--- config.mk ---
export PLATFORM = sky130hd
export DESIGN_NAME = fms_core
export DESIGN_NICKNAME = d
export VERILOG_FILES = /design/src/fms_pkg.sv /design/src/fms_core.sv
export SDC_FILE = /design/constraint.sdc
export NUM_CORES = 1
export LEC_CHECK = 0
export CORE_MARGIN = 5
export CORE_UTILIZATION = 62
export CTS_CLUSTER_SIZE = 20
export DETAILED_ROUTE_END_ITERATION = 8
export DONT_BUFFER_PORTS = 1
export GPL_ROUTABILITY_DRIVEN = 0
export PLACE_DENSITY = 0.77
export SYNTH_ARGS = -nofsm -noshare
export SYNTH_HDL_FRONTEND = slang
export SYNTH_SLANG_ARGS = --single-unit
--- constraint.sdc ---
create_clock -name I_MCLK -period 3.7 [get_ports I_MCLK]
set_input_delay 0.185 -clock I_MCLK [delete_from_list [all_inputs] [get_ports I_MCLK]]
set_output_delay 0.185 -clock I_MCLK [all_outputs]
set_load 0.02 [all_outputs]
--- src/fms_pkg.sv ---
// Constants for the flash mode-switch block: discovery bytes, opcodes, timing.
// Assumes a single-bit, dual or quad SPI link sampled by a fast system clock.
package fms_pkg;
  // ----------------------------------------
  // Discovery table window
  // ----------------------------------------
  localparam logic [7:0] DISC_BASE = 8'h68;
  localparam logic [7:0] DISC_B68 = 8'h00;
  localparam logic [7:0] DISC_B69 = 8'h90;
  localparam logic [7:0] DISC_B6A = 8'h48;
  localparam logic [7:0] DISC_B6B = 8'hff;
  localparam logic [7:0] DISC_B6C = 8'he8;
  localparam logic [7:0] DISC_B6D = 8'h50;
  localparam logic [7:0] DISC_B6E = 8'hc1;
  localparam logic [7:0] DISC_B6F = 8'ha5;
  // ----------------------------------------
  // Opcodes and mode bits
  // ----------------------------------------
  localparam logic [7:0] OP_WREN = 8'h06;
  localparam logic [7:0] OP_VWREN = 8'h50;
  localparam logic [7:0] OP_WRSR = 8'h01;
  localparam logic [7:0] OP_RSTEN = 8'h66;
  localparam logic [7:0] OP_RST = 8'h99;
  localparam logic [7:0] OP_EN4B = 8'hb7;
  localparam logic [7:0] OP_EX4B = 8'he9;
  localparam logic [7:0] OP_QIOR = 8'heb;
  localparam logic [7:0] OP_QPI = 8'h38;
  localparam logic [7:0] MODE_CONT = 8'ha5;
  localparam logic [7:0] MODE_END = 8'h00;
  // ----------------------------------------
  // Field positions and counts
  // ----------------------------------------
  localparam int QE_POS = 6;
  localparam int ESC_CLK_3B = 8;
  localparam int ESC_CLK_4B = 10;
  localparam int DUMMY_CLK = 4;
  localparam logic [7:0] SR_RESET = 8'h40;
endpackage : fms_pkg

--- src/fms_core.sv ---
// Serial flash mode control: continuous quad read, status register volatility,
// soft reset, address width, and discovery bytes 68h..6Fh.
// Assumes SPI mode 0 sampled by I_MCLK, link clock far slower than I_MCLK.
`timescale 1ns/100ps
`default_nettype none
module fms_core
  import fms_pkg::*;
(
  // Clock and reset
  input wire logic I_MCLK,
  input wire logic I_RST_N,
  // Serial link
  input wire logic I_SCLK,
  input wire logic I_CS_N,
  input wire logic [3:0] I_QUAD_IO_LINES,
  // Non-volatile store and width mode
  input wire logic [7:0] I_NV_SR,
  input wire logic [1:0] I_CMD_WIDTH,
  input wire logic [2:0] I_DISC_ADDR,
  // Status
  output logic [7:0] O_DISC_DATA,
  output logic [7:0] O_SR,
  output logic [7:0] O_NV_SR_WDATA,
  output logic O_NV_SR_WE,
  output logic O_ADDR_4B,
  output logic O_CONT_READ,
  output logic O_SOFT_RESET
);
  typedef enum {ST_IDLE, ST_CMD, ST_ADDR, ST_MODE, ST_DATA, ST_WRSR, ST_SKIP} fms_state_t;

  // ----------------------------------------
  // Discovery bytes
  // ----------------------------------------
  function automatic logic [7:0] fms_disc(input logic [2:0] idx);
    case (idx)
      3'h0: fms_disc = DISC_B68;
      3'h1: fms_disc = DISC_B69;
      3'h2: fms_disc = DISC_B6A;
      3'h3: fms_disc = DISC_B6B;
      3'h4: fms_disc = DISC_B6C;
      3'h5: fms_disc = DISC_B6D;
      3'h6: fms_disc = DISC_B6E;
      default: fms_disc = DISC_B6F;
    endcase
  endfunction : fms_disc

  // ----------------------------------------
  // Pin synchronisers, change once stages two and three agree
  // ----------------------------------------
  logic [5:0] s1, s2, s3, pin;
  logic sclk_q;
  always_ff @(posedge I_MCLK or negedge I_RST_N)
  begin
    if (!I_RST_N)
    begin
      s1 <= 6'h1f;
      s2 <= 6'h1f;
      s3 <= 6'h1f;
      pin <= 6'h1f;
      sclk_q <= 1'b0;
    end
    else
    begin
      s1 <= {I_SCLK, I_CS_N, I_QUAD_IO_LINES};
      s2 <= s1;
      s3 <= s2;
      for (int k = 0; k < 6; k++)
        if (s2[k] == s3[k])
          pin[k] <= s3[k];
      sclk_q <= pin[5];
    end
  end
  wire logic sclk_rise = pin[5] && !sclk_q;
  wire logic cs_n = pin[4];
  wire logic [3:0] dq = pin[3:0];

  // ----------------------------------------
  // Command interpreter
  // ----------------------------------------
  fms_state_t state, next_state;
  logic [7:0] shreg, next_shreg;
  logic [5:0] cnt, next_cnt;
  logic [3:0] ones, next_ones;
  logic [7:0] sr, next_sr;
  logic nv_we, next_nv_we;
  logic v_we, next_v_we;
  logic rst_armed, next_rst_armed;
  logic addr_4b, next_addr_4b;
  logic cont, next_cont;
  logic cont_keep, next_cont_keep;
  logic loaded, next_loaded;
  logic soft_rst, next_soft_rst;
  logic nv_pulse, next_nv_pulse;
  logic [7:0] bits_in;
  logic [5:0] step;
  logic [5:0] addr_clks;

  always_comb
  begin
    next_state = state;
    next_shreg = shreg;
    next_cnt = cnt;
    next_ones = ones;
    next_sr = sr;
    next_nv_we = nv_we;
    next_v_we = v_we;
    next_rst_armed = rst_armed;
    next_addr_4b = addr_4b;
    next_cont = cont;
    next_cont_keep = cont_keep;
    next_loaded = 1'b1;
    next_soft_rst = 1'b0;
    next_nv_pulse = 1'b0;
    // shift width follows current command width
    case (I_CMD_WIDTH)
      2'd2: begin bits_in = {shreg[3:0], dq}; step = 6'd4; end
      2'd1: begin bits_in = {shreg[5:0], dq[1:0]}; step = 6'd2; end
      default: begin bits_in = {shreg[6:0], dq[0]}; step = 6'd1; end
    endcase
    addr_clks = addr_4b ? 6'd8 : 6'd6;
    if (!loaded)
      next_sr = I_NV_SR;
    if (cs_n)
    begin
      if (state == ST_DATA && !cont_keep)
        next_cont = 1'b0;
      next_state = ST_IDLE;
      next_cnt = 6'd0;
      next_ones = 4'd0;
    end
    else if (sclk_rise)
    begin
      next_shreg = bits_in;
      next_cnt = cnt + step;
      case (state)
        ST_IDLE:
        begin
          next_cnt = cont ? 6'd1 : step;
          next_shreg = cont ? {4'h0, dq} : bits_in;
          next_state = cont ? ST_ADDR : ST_CMD;
          next_ones = (cont && dq == 4'hf) ? 4'd1 : 4'd0;
        end
        ST_CMD:
          if (next_cnt == 6'd8)
          begin
            next_cnt = 6'd0;
            next_state = ST_SKIP;
            next_rst_armed = 1'b0;
            case (bits_in)
              OP_WREN: next_nv_we = 1'b1;
              OP_VWREN: next_v_we = 1'b1;
              OP_EN4B: next_addr_4b = 1'b1;
              OP_EX4B: next_addr_4b = 1'b0;
              OP_RSTEN: next_rst_armed = 1'b1;
              OP_RST:
                if (rst_armed)
                begin
                  next_soft_rst = 1'b1;
                  next_addr_4b = 1'b0;
                  next_cont = 1'b0;
                  next_nv_we = 1'b0;
                  next_v_we = 1'b0;
                  next_sr = I_NV_SR;
                end
              OP_WRSR:
                if (nv_we || v_we)
                  next_state = ST_WRSR;
              OP_QIOR: next_state = ST_ADDR;
              default: next_state = ST_SKIP;
            endcase
          end
        ST_ADDR:
        begin
          // all-ones on the quad lines counts toward the forced exit
          next_ones = (dq == 4'hf) ? ones + 4'd1 : 4'd0;
          next_cnt = cnt + 6'd1;
          if (cont && next_ones == (addr_4b ? 4'(ESC_CLK_4B) : 4'(ESC_CLK_3B)))
          begin
            next_cont = 1'b0;
            next_state = ST_SKIP;
          end
          else if (next_cnt == addr_clks)
          begin
            next_cnt = 6'd0;
            next_state = ST_MODE;
          end
        end
        ST_MODE:
        begin
          next_shreg = {shreg[3:0], dq};
          next_cnt = cnt + 6'd1;
          if (cont)
            next_ones = (dq == 4'hf) ? ones + 4'd1 : 4'd0;
          if (cont && next_ones == (addr_4b ? 4'(ESC_CLK_4B) : 4'(ESC_CLK_3B)))
          begin
            next_cont = 1'b0;
            next_state = ST_SKIP;
          end
          else if (next_cnt == 6'd2)
          begin
            // entry only with quad enable set
            next_cont_keep = ({shreg[3:0], dq} == MODE_CONT) && sr[QE_POS];
            if ({shreg[3:0], dq} == MODE_CONT && sr[QE_POS])
              next_cont = 1'b1;
            next_state = ST_DATA;
          end
        end
        ST_WRSR:
          if (next_cnt == 6'd8)
          begin
            next_sr = bits_in;
            next_nv_pulse = nv_we && !v_we;
            next_nv_we = 1'b0;
            next_v_we = 1'b0;
            next_state = ST_SKIP;
          end
        default: next_cnt = 6'd0;
      endcase
    end
  end

  always_ff @(posedge I_MCLK or negedge I_RST_N)
  begin
    if (!I_RST_N)
    begin
      state <= ST_IDLE;
      shreg <= 8'h00;
      cnt <= 6'd0;
      ones <= 4'd0;
      sr <= SR_RESET;
      nv_we <= 1'b0;
      v_we <= 1'b0;
      rst_armed <= 1'b0;
      addr_4b <= 1'b0;
      cont <= 1'b0;
      cont_keep <= 1'b0;
      loaded <= 1'b0;
      soft_rst <= 1'b0;
      nv_pulse <= 1'b0;
    end
    else
    begin
      state <= next_state;
      shreg <= next_shreg;
      cnt <= next_cnt;
      ones <= next_ones;
      sr <= next_sr;
      nv_we <= next_nv_we;
      v_we <= next_v_we;
      rst_armed <= next_rst_armed;
      addr_4b <= next_addr_4b;
      cont <= next_cont;
      cont_keep <= next_cont_keep;
      loaded <= next_loaded;
      soft_rst <= next_soft_rst;
      nv_pulse <= next_nv_pulse;
    end
  end

  // Discovery data registered; the byte never depends on mode state
  logic [7:0] disc_q;
  always_ff @(posedge I_MCLK or negedge I_RST_N)
  begin
    if (!I_RST_N)
      disc_q <= 8'h00;
    else
      disc_q <= fms_disc(I_DISC_ADDR);
  end

  assign O_DISC_DATA = disc_q;
  assign O_SR = sr;
  assign O_NV_SR_WDATA = sr;
  assign O_NV_SR_WE = nv_pulse;
  assign O_ADDR_4B = addr_4b;
  assign O_CONT_READ = cont;
  assign O_SOFT_RESET = soft_rst;
endmodule : fms_core
`default_nettype wire

==> metrics <==
status=complete, no violations; VDD IR max=405 uV; CP startpoint=cnt[0]; Final min period=3110 ps; Final Max Slew Viols=0; post-synthesis sequential area ratio=45.1%; Tot GR Track Use=22.8%; sequential power share=46.5%; Lkg Pwr=1.74 nW; Setup TNS=0 ps; root buffer cell=clkbuf_8; clock latency on the worst-skew pair=350 ps; drt wl/cell=18.2 um; Reg clk slew, reported paths=90 ps; # IOs=49; clk sinks=70; Power Density=574 mW/mm2; crit share post-route=83.9%; Hold Path End=O_DISC_DATA[6]; Max-cap violations=0; Tightest Hold Check Type=in2reg; Hold Buf Count CTS=19; Synthesis Warnings=0; top cells by area, synth=dfrtp_1, dfstp_2, o21ai_0; most frequent cells in the layout=dfrtp_1, nand2_1, o21ai_0; initial antenna violation count=0; headroom to the max-slew limit=39.7%; switching pwr=0.00100 W; final hold vios=0; number of synthesized register bits=70; DR iter-0 viols=277; syn avg cell area=9.39 um2; die extent in x=89.7 um; Port Buf Inserts=0; commonest non-fill, non-tap cell in the layout=dfrtp_1; Worst-Margin Slew=901 ps; CP Class=reg2reg; hold path startpoint=I_DISC_ADDR[1]; f_max=322 MHz; fin util=68.8%; # rows=29; gr ovfl total=0; antenna-violating nets left=0; H-tree depth=3; R2R Path Start=cnt[0]; register area=0.00178 mm2; Critical Path RT=3940 ps; RSZ-0062 raised after global routing=false; Die Ht=89.7 um; initial core utilization=62.8%; Fillers=494; Net Sw Frac=40.4%; ys async rst share=100%; P_int=0.00148 W; startpoint types=flop; worst-path maximum fanout=7; Initial DRT Pass Iterations=5; worst hold stages=2; FF-to-FF End=state[0]; Cells after Synth=420; Core Box Area=0.00628 mm2; Post-CTS Setup Inserts=0; CTS tree=done; area grow syn2layout=9.55%; Post-synth EDFFs=0; nets=453; DRT Wirelength=9170 um; routed vias/inst=6.52; R2R depth=8; multi-input logic area=0.00197 mm2; clock network fraction of total power=26.8%; vias in the first global route=3107; leading area contributor after synthesis=dfrtp_1; reg-to-reg setup timing slack=590 ps; layout cells sized above 1=11.9%; CTS Buf Count=9; clk buf depth=2; DP HPWL=6060 um; # setup viols final=0; Post-Syn Nets=450; via count=3292; Worst Setup End Kind=flop; CP arrival=3340 ps; distinct cell type count after synthesis=66; Yosys top cell area share=31.1%; drc violations=0; Setup Skew=9.99 ps; Resized Gates After CTS=0; largest net degree at the start of global routing=71; DIE AREA=0.00805 mm2; synthesized cell area=0.00394 mm2; combinational fraction of design power=26.7%; Antenna Cells=0; first-pass GRT wire length=15400 um; most common flop cell mapped by yosys=dfrtp_1
==> worst max-delay path, stage by stage (launching register included) <==
cell	delay (ps)
dfrtp_1	470
ha_1	270
fa_1	420
xnor2_1	170
or4_1	440
nor3_2	300
o311ai_1	190
nor3_1	350
mux2_2	390
==> synthesized netlist by cell type (all sizes together), types with 4 or more instances <==
| master | number |
|---|---|
| o21ai | 43 |
| nand3 | 18 |
| o31ai | 4 |
| mux2i | 13 |
| mux2 | 4 |
| xor2 | 4 |
| a21oi | 23 |
| maj3 | 6 |
| and2 | 4 |
| a22oi | 8 |
| a221o | 7 |
| nor2 | 33 |
| nor3 | 10 |
| xnor2 | 5 |
| nand4 | 4 |
| nand2 | 42 |
| or3 | 5 |
| ha | 8 |
| inv | 10 |
| nor2b | 7 |
| nor4 | 9 |
| a221oi | 4 |
| dfstp | 21 |
| o211ai | 4 |
| nand2b | 5 |
| dfrtp | 49 |
| buf | 15 |
| clkbuf | 14 |
==> flip-flops by register name (all words and copies together), names as in the netlist, 3 cells and up <==
name,flops
shreg,7
pin,6
state,3
s1,6
s3,6
ones,4
cnt,6
O_NV_SR_WDATA,8
s2,6
O_DISC_DATA,8
==> kinds of logic (layout without fill, tap and decap cells) <==
group	count (synthesis)	after routing	synth area share [%]
xor+xnor	9	9	2.48
buf+inv	39	47	4.82
other cells	1	1	0.0951
flops	70	70	45.1
simple gates	154	154	19.6
compound gates	115	115	18.9
fa+ha+maj	15	15	4.57
mux	17	17	4.44
==> worst max-delay path by stage <==
stage	to	slack, ps	depth (start not counted)
after floorplan	O_NV_SR_WDATA[0]	820	9
after global routing	state[0]	480	8
after CTS	state[0]	620	8
after global placement	O_NV_SR_WDATA[0]	480	9
after detailed placement	state[0]	350	9
final	state[0]	590	8
==> power by group through the flow <==
stage	logic [W]	registers [W]	clock network, W
after CTS	0.000648	0.00115	0.000673
after floorplan	0.000631	0.00102	0
after global placement	0.000592	0.00116	0
after detailed placement	0.000609	0.00116	0
after global routing	0.000734	0.00117	0.000705
final	0.000662	0.00115	0.000664
==> final cells by class <==
| type | instances | area share (%) |
|---|---|---|
| clock buffer | 9 | 2.87 |
| tap | 77 | 2.23 |
| inverter | 10 | 0.869 |
| sequential | 70 | 41.2 |
| clock inverter | 7 | 2.00 |
| multi-input combinational | 311 | 45.7 |
| timing repair buffer | 21 | 5.16 |
==> per-layer routing <==
layer  GRT usage (%)  wire, um
met5               0         0
met4            8.82       212
met3            4.59       668
met2            34.9      4350
met1            32.0      3940
==> per-stage QoR <==
stage / hold slack [ps] / std cells / cell area (um2) / setup slack [ps] / power (W)
floorplan: -111 / 420 / 3940 / 817 / 0.00165
global placement: -108 / 470 / 3900 / 483 / 0.00175
detailed placement: -109 / 470 / 3900 / 346 / 0.00177
CTS: 3.20 / 505 / 4320 / 621 / 0.00247
global route: 26.5 / 505 / 4320 / 480 / 0.00261
finish: 6.53 / 505 / 4320 / 595 / 0.00248
No activity file was read; power rests on OpenSTA's default activity.
